**config.mk**
```make
export PLATFORM = sky130hd
export DESIGN_NAME = sfc_serial
export DESIGN_NICKNAME = d
export VERILOG_FILES = /design/src/sfc_pkg.sv /design/src/sfc_prescale.sv /design/src/sfc_serial.sv
export SDC_FILE = /design/constraint.sdc
export NUM_CORES = 1
export LEC_CHECK = 0
export BUFFER_PORTS_ARGS = -buffer_cell sky130_fd_sc_hd__buf_2
export CAP_MARGIN = 20
export CORE_ASPECT_RATIO = 1.5
export CORE_MARGIN = 1.5
export CORE_UTILIZATION = 50
export CTS_CLUSTER_SIZE = 10
export DETAILED_ROUTE_END_ITERATION = 16
export PLACE_DENSITY_LB_ADDON = 0.12
export SKIP_LAST_GASP = 1
export SLEW_MARGIN = 10
export SYNTH_ARGS = -nofsm -noshare
export SYNTH_HDL_FRONTEND = slang
export SYNTH_SLANG_ARGS = --single-unit
```
**constraint.sdc**
```tcl
create_clock -name core_clk_in -period 3.3 [get_ports core_clk_in]
set_input_delay 0.66 -clock core_clk_in [delete_from_list [all_inputs] [get_ports core_clk_in]]
set_output_delay 0.66 -clock core_clk_in [all_outputs]
set_load 0.02 [all_outputs]
```
**src/sfc_pkg.sv**
```systemverilog
// Package for the serial frame format block: offsets, field positions,
// reset values, prescale codes and state encodings.
// Assumes a single 10 MHz core clock and a byte-wide register port.
package sfc_pkg;
  // Register offsets
  localparam logic [2:0] ADR_FMT = 3'h0;
  localparam logic [2:0] ADR_TXH = 3'h1;
  localparam logic [2:0] ADR_CTL = 3'h2;
  localparam logic [2:0] ADR_STA = 3'h3;
  localparam logic [2:0] ADR_RXD = 3'h4;
  // Format register fields
  localparam int FB_SYNC = 7;
  localparam int FB_SEVEN = 6;
  localparam int FB_PAR = 5;
  localparam int FB_ODD = 4;
  localparam int FB_TWO = 3;
  localparam int FB_MP = 2;
  // Control register fields
  localparam int CB_TXGO = 0;
  localparam int CB_RXGO = 1;
  localparam int CB_MPB = 2;
  // Status register fields
  localparam int SB_TXE = 0;
  localparam int SB_TEND = 1;
  localparam int SB_RXF = 2;
  localparam int SB_PER = 3;
  localparam int SB_FER = 4;
  localparam int SB_MPB = 5;
  // Reset values
  localparam logic [7:0] FMT_RST = 8'h00;
  localparam logic [7:0] TXH_RST = 8'hff;
  localparam logic [7:0] CTL_RST = 8'h00;
  localparam logic [7:0] RXD_RST = 8'h00;
  // Prescale divide values per code; code 3 divides by 64
  localparam logic [6:0] DIV_C0 = 7'h01;
  localparam logic [6:0] DIV_C1 = 7'h04;
  localparam logic [6:0] DIV_C2 = 7'h10;
  localparam logic [6:0] DIV_C3 = 7'h40;
  // Default prescaled ticks per bit
  localparam logic [7:0] BIT_TICKS_DEF = 8'h10;
  // Transmit states
  typedef enum logic [4:0] {
    TX_IDLE = 5'h01, TX_START = 5'h02, TX_DATA = 5'h04,
    TX_PAR = 5'h08, TX_STOP = 5'h10
  } sfc_tx_type;
  // Receive states
  typedef enum logic [4:0] {
    RX_IDLE = 5'h01, RX_START = 5'h02, RX_DATA = 5'h04,
    RX_PAR = 5'h08, RX_STOP = 5'h10
  } sfc_rx_type;
endpackage : sfc_pkg

```
**src/sfc_prescale.sv**
```systemverilog
// Baud generator input prescaler: one-cycle tick every 1, 4, 16 or 64 clocks.
// Assumes the select code comes from the format register.
module sfc_prescale (
  input wire logic core_clk_in, // Core clock
  input wire logic reset_in, // Synchronous reset
  input wire logic [1:0] sel_in, // Prescale code
  output logic tick_out // Prescaled tick pulse
);
  import sfc_pkg::*;

  logic [6:0] cnt_q; // Divider count
  logic [6:0] cnt_d; // Next divider count
  logic [6:0] div; // Selected divide value

  // Code to divide value
  function automatic logic [6:0] div_of(input logic [1:0] code);
    case (code)
      2'h0: div_of = DIV_C0;
      2'h1: div_of = DIV_C1;
      2'h2: div_of = DIV_C2;
      default: div_of = DIV_C3;
    endcase
  endfunction : div_of

  // Next count and tick
  always_comb begin
    div = div_of(sel_in);
    tick_out = (cnt_q >= div - 7'h01);
    cnt_d = tick_out ? 7'h00 : cnt_q + 7'h01;
  end

  // Count register
  always_ff @(posedge core_clk_in) begin
    if (reset_in) begin
      cnt_q <= 7'h00;
    end else begin
      cnt_q <= cnt_d;
    end
  end
endmodule : sfc_prescale

```
**src/sfc_serial.sv**
```systemverilog
// Serial port core: format register, transmitter and receiver.
// Assumes inputs synchronous to core_clk_in; rxd_in already synchronised.
module sfc_serial #(
  parameter logic [7:0] BIT_TICKS = sfc_pkg::BIT_TICKS_DEF // Ticks per bit
) (
  input wire logic core_clk_in, // Core clock, 10 MHz
  input wire logic reset_in, // Synchronous reset, high
  input wire logic lowpower_in, // Low-power mode entry, high
  input wire logic [2:0] addr_in, // Register address
  input wire logic [7:0] wdata_in, // Write data
  input wire logic wr_in, // Write strobe
  input wire logic rd_in, // Read strobe
  output logic [7:0] rdata_out, // Read data, cycle after strobe
  output logic txd_out, // Serial transmit line
  input wire logic rxd_in, // Serial receive line
  output logic sclk_out, // Serial clock, sync mode
  output logic sclk_oe_out // Serial clock drive enable
);
  import sfc_pkg::*;

  localparam logic [7:0] HALF = {1'b0, BIT_TICKS[7:1]}; // Mid-bit point

  logic rst; // Reset or low-power clear
  logic tick; // Prescaled tick
  logic [7:0] fmt_q, fmt_d; // Format register
  logic [7:0] txh_q, txh_d; // Transmit holding register
  logic [7:0] ctl_q, ctl_d; // Control register
  logic [7:0] rxd_q, rxd_d; // Receive data register
  logic [7:0] rdata_q, rdata_d; // Read data register
  logic txe_q, txe_d; // Holding register empty
  logic rxf_q, rxf_d; // Receive data full
  logic per_q, per_d; // Parity error
  logic fer_q, fer_d; // Framing error
  logic mpr_q, mpr_d; // Received multiprocessor bit
  logic is_sync, seven, par_en, mp_en, odd, two; // Effective format
  logic wr_fmt, wr_txh, wr_ctl, wr_sta; // Write decodes
  sfc_tx_type tx_q, tx_d; // Transmit state
  logic [7:0] tcnt_q, tcnt_d; // Transmit tick count
  logic [7:0] tsh_q, tsh_d; // Transmit shifter
  logic [2:0] tbit_q, tbit_d; // Transmit bit index
  logic tpar_q, tpar_d; // Transmit parity or MP bit
  logic tstop_q, tstop_d; // Second stop bit pending
  logic take; // Transmitter takes holding register
  logic t_end; // Transmit bit end
  sfc_rx_type rx_q, rx_d; // Receive state
  logic [7:0] rcnt_q, rcnt_d; // Receive tick count
  logic [7:0] rsh_q, rsh_d; // Receive shifter
  logic [2:0] rbit_q, rbit_d; // Receive bit index
  logic rpar_q, rpar_d; // Received parity or MP bit
  logic r_end, r_mid; // Receive timing points
  logic samp; // Receive data sample point
  logic sync_rise; // Serial clock rising point
  logic done; // Character complete
  logic [7:0] rword; // Aligned received character
  logic perr, ferr; // Errors of the finished character

  // Parity of the active data bits
  function automatic logic par_of(input logic [7:0] d, input logic sev);
    par_of = sev ? ^d[6:0] : ^d;
  endfunction : par_of

  // Last data bit index for the length
  function automatic logic [2:0] last_of(input logic sev);
    last_of = sev ? 3'h6 : 3'h7;
  endfunction : last_of

  assign rst = reset_in | lowpower_in;

  sfc_prescale u_pre (
    .core_clk_in(core_clk_in),
    .reset_in(rst),
    .sel_in(fmt_q[1:0]),
    .tick_out(tick)
  );

  // Effective format decode
  always_comb begin
    is_sync = fmt_q[FB_SYNC];
    seven = !is_sync && fmt_q[FB_SEVEN];
    mp_en = !is_sync && fmt_q[FB_MP];
    par_en = !is_sync && !mp_en && fmt_q[FB_PAR];
    odd = fmt_q[FB_ODD];
    two = !is_sync && fmt_q[FB_TWO];
  end

  // Register writes and read mux
  always_comb begin
    wr_fmt = wr_in && addr_in == ADR_FMT;
    wr_txh = wr_in && addr_in == ADR_TXH;
    wr_ctl = wr_in && addr_in == ADR_CTL;
    wr_sta = wr_in && addr_in == ADR_STA;
    fmt_d = wr_fmt ? wdata_in : fmt_q;
    txh_d = wr_txh ? wdata_in : txh_q;
    ctl_d = wr_ctl ? wdata_in : ctl_q;
    rdata_d = 8'h00;
    if (rd_in) begin
      case (addr_in)
        ADR_FMT: rdata_d = fmt_q;
        ADR_TXH: rdata_d = txh_q;
        ADR_CTL: rdata_d = ctl_q;
        ADR_STA: begin
          rdata_d[SB_TXE] = txe_q;
          rdata_d[SB_TEND] = txe_q && tx_q == TX_IDLE;
          rdata_d[SB_RXF] = rxf_q;
          rdata_d[SB_PER] = per_q;
          rdata_d[SB_FER] = fer_q;
          rdata_d[SB_MPB] = mpr_q;
        end
        ADR_RXD: rdata_d = rxd_q;
        default: rdata_d = 8'h00; // Unmapped reads zero
      endcase
    end
  end

  // Transmitter next state
  always_comb begin
    tx_d = tx_q;
    tcnt_d = tcnt_q;
    tsh_d = tsh_q;
    tbit_d = tbit_q;
    tpar_d = tpar_q;
    tstop_d = tstop_q;
    take = 1'b0;
    txd_out = 1'b1;
    t_end = tick && tcnt_q >= BIT_TICKS - 8'h01;
    if (tick) begin
      tcnt_d = t_end ? 8'h00 : tcnt_q + 8'h01;
    end
    case (tx_q)
      TX_IDLE: begin
        tcnt_d = 8'h00;
        if (ctl_q[CB_TXGO] && !txe_q) begin
          take = 1'b1;
          tsh_d = seven ? {1'b0, txh_q[6:0]} : txh_q;
          tbit_d = 3'h0;
          tstop_d = 1'b0;
          // Parity sense: odd inverts the even bit
          tpar_d = mp_en ? ctl_q[CB_MPB] : (par_of(txh_q, seven) ^ odd);
          tx_d = is_sync ? TX_DATA : TX_START;
        end
      end
      TX_START: begin
        txd_out = 1'b0; // Low start bit
        if (t_end) begin
          tx_d = TX_DATA;
        end
      end
      TX_DATA: begin
        txd_out = tsh_q[0]; // LSB first
        if (t_end) begin
          tsh_d = {1'b0, tsh_q[7:1]};
          tbit_d = tbit_q + 3'h1;
          if (tbit_q == last_of(seven)) begin
            if (is_sync) begin
              tx_d = TX_IDLE; // No stop bits
            end else if (par_en || mp_en) begin
              tx_d = TX_PAR;
            end else begin
              tx_d = TX_STOP;
            end
          end
        end
      end
      TX_PAR: begin
        txd_out = tpar_q;
        if (t_end) begin
          tx_d = TX_STOP;
        end
      end
      TX_STOP: begin
        txd_out = 1'b1; // High stop bit
        if (t_end) begin
          if (two && !tstop_q) begin
            tstop_d = 1'b1;
          end else begin
            tx_d = TX_IDLE;
          end
        end
      end
      default: tx_d = TX_IDLE;
    endcase
    // Serial clock: low first half, high second half of a data bit
    sclk_oe_out = is_sync;
    sclk_out = !(is_sync && tx_q == TX_DATA && tcnt_q < HALF);
    sync_rise = is_sync && tx_q == TX_DATA && tick && tcnt_q == HALF - 8'h01;
  end

  // Receiver next state
  always_comb begin
    rx_d = rx_q;
    rcnt_d = rcnt_q;
    rsh_d = rsh_q;
    rbit_d = rbit_q;
    rpar_d = rpar_q;
    done = 1'b0;
    ferr = 1'b0;
    r_end = tick && rcnt_q >= BIT_TICKS - 8'h01;
    r_mid = tick && rcnt_q == HALF - 8'h01;
    samp = is_sync ? sync_rise : r_end;
    if (tick) begin
      rcnt_d = r_end ? 8'h00 : rcnt_q + 8'h01;
    end
    rword = seven ? {1'b0, rsh_q[7:1]} : rsh_q;
    // Error when ones count misses the chosen sense
    perr = par_en && ((par_of(rword, 1'b0) ^ rpar_q) != odd);
    case (rx_q)
      RX_IDLE: begin
        rcnt_d = 8'h00;
        rbit_d = 3'h0;
        if (ctl_q[CB_RXGO]) begin
          if (is_sync) begin
            if (tx_q == TX_DATA && tbit_q == 3'h0 && tcnt_q == 8'h00) begin
              rx_d = RX_DATA;
            end
          end else if (!rxd_in) begin
            rx_d = RX_START;
          end
        end
      end
      RX_START: begin
        if (r_mid) begin
          rcnt_d = 8'h00; // Realign to mid-bit
          rx_d = rxd_in ? RX_IDLE : RX_DATA;
        end
      end
      RX_DATA: begin
        if (samp) begin
          rsh_d = {rxd_in, rsh_q[7:1]};
          rbit_d = rbit_q + 3'h1;
          if (rbit_q == last_of(seven)) begin
            if (is_sync) begin
              rx_d = RX_IDLE;
            end else if (par_en || mp_en) begin
              rx_d = RX_PAR;
            end else begin
              rx_d = RX_STOP;
            end
          end
        end
      end
      RX_PAR: begin
        if (r_end) begin
          rpar_d = rxd_in;
          rx_d = RX_STOP;
        end
      end
      RX_STOP: begin
        if (r_end) begin
          // Only the first stop bit is checked
          done = 1'b1;
          ferr = !rxd_in;
          rx_d = RX_IDLE; // A low next bit starts a new character
        end
      end
      default: rx_d = RX_IDLE;
    endcase
    // Synchronous character ends on its eighth sample
    if (rx_q == RX_DATA && is_sync && samp && rbit_q == 3'h7) begin
      done = 1'b1;
    end
  end

  // Status flags; hardware set wins over software clear
  always_comb begin
    rxd_d = done ? (is_sync ? rsh_d : rword) : rxd_q;
    rxf_d = done || (rxf_q && !(wr_sta && wdata_in[SB_RXF]));
    per_d = (done && !is_sync && perr) || (per_q && !(wr_sta && wdata_in[SB_PER]));
    fer_d = (done && ferr) || (fer_q && !(wr_sta && wdata_in[SB_FER]));
    mpr_d = (done && mp_en) ? rpar_q : mpr_q;
    // Empty forced while transmit is off; a new write beats a take
    if (!ctl_q[CB_TXGO]) begin
      txe_d = 1'b1;
    end else if (wr_txh) begin
      txe_d = 1'b0;
    end else begin
      txe_d = txe_q || take;
    end
  end

  // Register file and status flops
  always_ff @(posedge core_clk_in) begin
    if (rst) begin
      fmt_q <= FMT_RST;
      txh_q <= TXH_RST;
      ctl_q <= CTL_RST;
      rxd_q <= RXD_RST;
      rdata_q <= 8'h00;
      txe_q <= 1'b1;
      rxf_q <= 1'b0;
      per_q <= 1'b0;
      fer_q <= 1'b0;
      mpr_q <= 1'b0;
    end else begin
      fmt_q <= fmt_d;
      txh_q <= txh_d;
      ctl_q <= ctl_d;
      rxd_q <= rxd_d;
      rdata_q <= rdata_d;
      txe_q <= txe_d;
      rxf_q <= rxf_d;
      per_q <= per_d;
      fer_q <= fer_d;
      mpr_q <= mpr_d;
    end
  end

  // Transmitter flops
  always_ff @(posedge core_clk_in) begin
    if (rst) begin
      tx_q <= TX_IDLE;
      tcnt_q <= 8'h00;
      tsh_q <= 8'h00;
      tbit_q <= 3'h0;
      tpar_q <= 1'b0;
      tstop_q <= 1'b0;
    end else begin
      tx_q <= tx_d;
      tcnt_q <= tcnt_d;
      tsh_q <= tsh_d;
      tbit_q <= tbit_d;
      tpar_q <= tpar_d;
      tstop_q <= tstop_d;
    end
  end

  // Receiver flops
  always_ff @(posedge core_clk_in) begin
    if (rst) begin
      rx_q <= RX_IDLE;
      rcnt_q <= 8'h00;
      rsh_q <= 8'h00;
      rbit_q <= 3'h0;
      rpar_q <= 1'b0;
    end else begin
      rx_q <= rx_d;
      rcnt_q <= rcnt_d;
      rsh_q <= rsh_d;
      rbit_q <= rbit_d;
      rpar_q <= rpar_d;
    end
  end

  assign rdata_out = rdata_q;
endmodule : sfc_serial

```
==> flow_metrics.py, run 1 <==
metrics = {
    "final_layout": {
        "fin_nets": 701,
        "instances_no_fill": 819,
        "design_area_um2": 5940,
        "layout_commonest_cell": "nand2_1",
        "antenna_cells": 0,
        "syn_to_final_growth_pct": 10.3,
        "fin_util": 0.564,
        "fillerInstances": 970,
        "layout_common_cells": "108 x nand2_1, 103 x dfxtp_1, 62 x nor2_1, 40 x a21oi_1",
        "drive_above_1_share": 0.107,
    },
    "route": {
        "drt-initial-drc-count": 207,
        "wire_per_inst_um": 17.2,
        "vias": 4732,
        "viasPerCell": 5.78,
        "ant_nets": 0,
        "post-route-drc-count": 0,
        "firstDrtPassIters": 5,
        "totalWireLength_mm": 14.1,
    },
    "setup_path": {
        "crit_type": "register to register",
        "worst_setup_path_end_kind": "register",
        "r2r_setup_slack_ns": 0.58,
        "critPathRequiredTime_ns": 3.57,
        "cp.arrival_ns": 2.99,
        "path_max_fanout": 17,
        "cp-start-kind": "register",
    },
    "clocking": {
        "cts-resized-gates": 0,
        "cts_buffers": 9,
        "cts_tree": "built",
        "post-cts-setup-buffer-count": 0,
        "ctsHoldBuffers": 0,
        "cts_sinks": 103,
        "cts_htree_levels": 3,
        "clock_latency_ns": 0.35,
        "clk_pin_slew_ns": 0.07,
        "clk_root_buffer_cell": "clkbuf_16",
        "clockBufferDepth": 2,
    },
    "synthesis": {
        "synthAdderAreaFrac": 0.0325,
        "avgSynthCellArea_um2": 8.20,
        "synth_edf_count": 0,
        "synth_warnings": 0,
        "syn_area_um2": 5390,
        "synthesis.instances": 657,
        "yosysUniqueCellTypes": 63,
        "yosys.area_share.simple": 0.244,
        "async_flop_share": 0,
        "synth-xor-area-share": 0.0595,
        "muxShareOfSynthArea": 0.0660,
        "synth_top_family_by_area": "simple AND/OR/NAND/NOR gates",
        "synthFlopType": "dfxtp_1",
        "syn-num-nets": 688,
        "ys_seq_elements": 103,
        "synth_compound_area_frac": 0.173,
        "ys_seq_area_frac": 0.383,
    },
    "outcome": {
        "status": "finished clean",
    },
    "sta": {
        "fin_tns_setup_ns": 0,
        "rsz0062_at_grt": "false",
        "period_share": 0.823,
        "whs_ns": 0.440,
        "timing.final.ws_setup_ns": 0.582,
        "fin_skew_ns": 0.00957,
        "fin_crit_ns": 2.72,
        "final-setup-viol-count": 0,
        "max_slew_margin": 0.369,
        "timing.fmax_mhz": 368,
        "hold_viol": 0,
        "slew_violations": 0,
        "worst_pin_slew_ns": 0.945,
    },
    "placed_design": {
        "place_inst": 803,
        "gp_congestion": 0.879,
        "place_ws_ns": 0.660,
        "place_area_um2": 5650,
        "dp_hpwl_mm": 10.3,
        "portBuffers": 27,
    },
    "global_routing": {
        "grt_usage": 0.255,
        "grt_max_degree": 41,
        "grt_antenna_before_repair": 0,
        "grt_pass1_vias": 4438,
        "gr-total-overflow": 0,
        "grt_pass1_wl_mm": 22.5,
    },
    "floorplanning": {
        "dieArea_um2": 11400,
        "die_h_um": 130,
        "ios": 28,
        "die_w_um": 87.8,
        "initial_core_util": 0.512,
        "rows": 46,
        "core_area_um2": 10500,
    },
    "min_path": {
        "hold_path_class": "register to register",
    },
    "pwr": {
        "leakagePower_nw": 2.07,
        "ir_worst_vdd_uv": 299,
        "p_total_mw": 2.43,
        "powerDensity_nw_per_um2": 409,
    },
    "flow_run": {
        "max-cap-violations": 0,
    },
}
==> cells in the mapped netlist (2+ instances only) <==
cell,instances,area share
nor2b_1,9,0.010
nor2_1,63,0.044
o211ai_1,3,0.0042
and4b_1,2,0.0037
buf_6,3,0.0063
buf_1,2,0.0014
mux2_2,4,0.0084
o41ai_1,3,0.0049
a22oi_1,12,0.017
a311oi_1,5,0.0081
mux2i_1,31,0.058
ha_1,14,0.033
a21oi_1,40,0.037
xor2_1,8,0.013
and3_1,10,0.012
nor3_1,10,0.0093
a211oi_1,14,0.020
nor4_1,4,0.0046
a21o_1,3,0.0042
or3_1,3,0.0035
nand3b_1,5,0.0070
or4_1,4,0.0056
a41oi_1,3,0.0049
dfxtp_1,103,0.38
and2_1,10,0.012
nand2b_1,6,0.0070
or2_2,2,0.0023
clkbuf_1,32,0.022
nand3_1,31,0.029
a311oi_2,2,0.0056
nor3b_1,3,0.0042
o21ai_0,16,0.015
xnor2_1,26,0.042
o22ai_1,8,0.0093
nand4_1,4,0.0046
a31oi_1,6,0.0070
o21a_1,3,0.0042
inv_1,13,0.0091
a221oi_1,2,0.0033
o31ai_1,3,0.0042
o311ai_0,3,0.0049
nand2_1,108,0.075
==> path summary, 6_finish.rpt <==
check	start	to	depth (start not counted)
max	rcnt_q[5]	rxd_q[5]	6
min	ctl_q[0]	txe_q	1
min reg2reg	ctl_q[0]	txe_q	1
max reg2reg	rcnt_q[5]	rxd_q[5]	6
==> area by class of cell <==
cell class / count / area, um2 / share of cell area
Timing Repair Buffer: 41 / 253 / 0.0425
Clock inverter: 6 / 53.8 / 0.00905
Multi-Input combinational cell: 502 / 3110 / 0.523
Sequential cell: 103 / 2060 / 0.347
Inverter: 13 / 48.8 / 0.00821
Clock buffer: 10 / 239 / 0.0402
Tap cell: 144 / 180 / 0.0303
==> metal layers <==
layer | vias to the layer above | share of wire | global-route usage
met4 | 0 | 0.033 | 0.115
met1 | 2249 | 0.42 | 0.300
li1 | 2347 | - | -
met5 | - | 0 | 0
met2 | 110 | 0.51 | 0.451
met3 | 26 | 0.032 | 0.0386
==> worst max-delay path: stages, from the launching register on <==
cell,delay [ns]
dfxtp_1,0.34
or4_1,0.57
o2111ai_1,0.38
a21boi_2,0.41
or2_1,0.53
a21oi_1,0.16
a311oi_2,0.24
==> power breakdown <==
part / internal, mW / leakage [nW] / switching, mW
registers: 1.25 / 0.830 / 0.00641
clock network: 0.545 / 0.135 / 0.504
logic: 0.0415 / 1.11 / 0.0859
total: 1.83 / 2.07 / 0.597
==> cell families after synthesis <==
group | Yosys count
simple gates | 280
compound gates | 137
flops | 103
buf+inv | 52
xor+xnor | 35
mux | 35
fa+ha+maj | 14
other cells | 1
==> state kept, by name (all words and copies together) (netlist names), 3 cells and up <==
name,flops
tbit_q,3
rsh_q,8
txh_q,8
rx_q,5
tsh_q,8
ctl_q,8
rxd_q,8
fmt_q,8
tx_q,5
tcnt_q,8
u_pre.cnt_q,7
rcnt_q,8
rdata_out,8
rbit_q,3
(Power assumes the default switching activity.)
==> inputs of run 2 (changes only) <==
- clock period: 3.3 -> 2.2 ns (I/O delays scaled with it)
==> flow_metrics.py, run 2 (same netlist as run 1, synthesis figures left out) <==
metrics = {
    "outcome": {
        "status": "finished, violations left",
        "violations": "negative setup slack",
    },
    "setup_path": {
        "regToRegEndpoint": "tx_q[1]",
        "rr_worst_depth": 8,
        "path_max_fanout": 6,
        "cp.arrival_ns": 2.63,
        "crit_cells": 8,
        "path_cells": "or2_4 -> ha_4 -> nor2_4 -> a311oi_4 -> a21o_1 -> a221oi_2 -> or4_4 -> a21oi_2",
        "cp.buffers_inverters": 0,
        "critPathRequiredTime_ns": 2.48,
        "r2r_start": "fmt_q[0]",
        "r2r_setup_slack_ns": -0.15,
        "crit_type": "register to register",
        "cpMaxStageDelayCell": "or4_4",
        "critPathLaunch": "fmt_q[0]",
        "slowest_delay_ns": 0.55,
        "setup.worst_path.end": "tx_q[1]",
        "path_delay_family": "simple AND/OR/NAND/NOR gates",
        "worst_setup_path_end_kind": "register",
        "cp-start-kind": "register",
    },
    "route": {
        "drt-initial-drc-count": 282,
        "totalWireLength_mm": 15.0,
        "firstDrtPassIters": 5,
        "wire_per_inst_um": 17.4,
        "vias": 5007,
        "ant_nets": 0,
        "post-route-drc-count": 0,
        "viasPerCell": 5.80,
    },
    "global_routing": {
        "grt_pass1_wl_mm": 23.7,
        "grt_pass1_vias": 4754,
        "gr-total-overflow": 0,
        "grt_usage": 0.269,
        "grt_max_degree": 34,
        "grt_antenna_before_repair": 0,
    },
    "pwr": {
        "leakagePower_nw": 2.38,
        "ir_worst_vdd_uv": 546,
        "p_total_mw": 3.76,
        "powerDensity_nw_per_um2": 567,
    },
    "sta": {
        "worst_pin_slew_ns": 0.691,
        "fin_crit_ns": 2.35,
        "fin_skew_ns": 0.0102,
        "timing.final.ws_setup_ns": -0.148,
        "final-setup-viol-count": 35,
        "fin_tns_setup_ns": -2.49,
        "slew_violations": 0,
        "period_share": 1.07,
        "max_slew_margin": 0.534,
        "hold_viol": 0,
        "timing.fmax_mhz": 426,
        "rsz0062_at_grt": "true",
    },
    "floorplanning": {
        "core_area_um2": 10500,
        "die_w_um": 87.8,
        "rows": 46,
        "die_h_um": 130,
        "dieArea_um2": 11400,
        "initial_core_util": 0.512,
        "ios": 28,
    },
    "clocking": {
        "cts_htree_levels": 3,
        "clock_latency_ns": 0.35,
        "ctsHoldBuffers": 0,
        "cts_buffers": 9,
        "clockBufferDepth": 2,
        "cts_tree": "built",
        "clk_pin_slew_ns": 0.08,
        "clk_root_buffer_cell": "clkbuf_16",
        "cts_sinks": 103,
    },
    "flow_run": {
        "max-cap-violations": 0,
    },
    "final_layout": {
        "fin_nets": 745,
        "antenna_cells": 0,
        "drive_above_1_share": 0.229,
        "fin_util": 0.631,
        "instances_no_fill": 863,
        "multiInputGateArea_um2": 3400,
        "register_area_um2": 2070,
        "layout_commonest_cell": "nand2_1",
        "design_area_um2": 6640,
        "layout_common_cells": "106 x nand2_1, 98 x dfxtp_1, 51 x nor2_1, 48 x buf_4, 39 x a21oi_1",
        "syn_to_final_growth_pct": 23.3,
        "fillerInstances": 935,
    },
    "placed_design": {
        "gp_congestion": 0.890,
        "place_inst": 840,
        "dp_hpwl_mm": 10.8,
        "portBuffers": 27,
        "place_area_um2": 5960,
    },
    "min_path": {
        "hold_path_class": "input pin to register",
    },
}
[run 2: cell count changes in the layout (fill, tap and decap cells not counted), moves of 4 or more]
cell,previous run,this run
nor2_2,1,7
buf_4,13,48
buf_6,0,7
nor2_1,62,51
dfxtp_1,103,98
nor2_4,0,5
mux2i_1,31,26
dfxtp_2,0,4
a211oi_1,14,7
a211oi_2,0,7
[run 2: per-stage QoR]
stage,worst slack [ns],hold slack (ns)
final,-0.148,0.341
after global routing,-0.220,0.353
after floorplan,-0.134,0.394
after CTS,-0.113,0.331
after global placement,-0.0794,0.421
after detailed placement,-0.190,0.430
[run 2: power breakdown]
group	switching (mW)	internal, mW
sequential	0.00806	1.87
combinational	0.143	0.0795
clock	0.769	0.896
total	0.920	2.84
[run 2: timing repair]
| action | in CTS | in global routing |
|---|---|---|
| gates resized for setup | 15 | 60 |
| cloned | 1 | 0 |
| pin swaps | 6 | 24 |
| buffers inserted | 1 | 5 |
| endpoints found under the setup margin | 43 | 52 |
| hold endpoints to repair | 0 | 0 |
[run 2: worst min-delay path: stages]
cell and delay [ns]:
buf_2 0.11, nand2_1 0.05, nand3_1 0.07
[run 2: per-layer routing]
layer,track usage,part of all wire
met2,0.477,0.52
met1,0.314,0.40
met3,0.0361,0.040
met5,0,0
met4,0.132,0.035
[run 2: worst min path at each step]
stage / start / end / cells after the start
floorplan: ctl_q[0] / txe_q / 1
global route: wdata_in[5] / txh_q[5] / 3
global placement: ctl_q[0] / txe_q / 1
CTS: wdata_in[6] / txh_q[6] / 3
finish: wdata_in[6] / txh_q[6] / 3
detailed placement: ctl_q[0] / txe_q / 1
[run 2: area by class of cell]
cell class / instances / area share
inverters: 13 / 0.00735
flip-flops and latches: 103 / 0.312
repair buffers: 85 / 0.0963
multi-input cells: 502 / 0.512
well taps: 144 / 0.0271
clock inverters: 7 / 0.0117
clock buffers: 9 / 0.0339
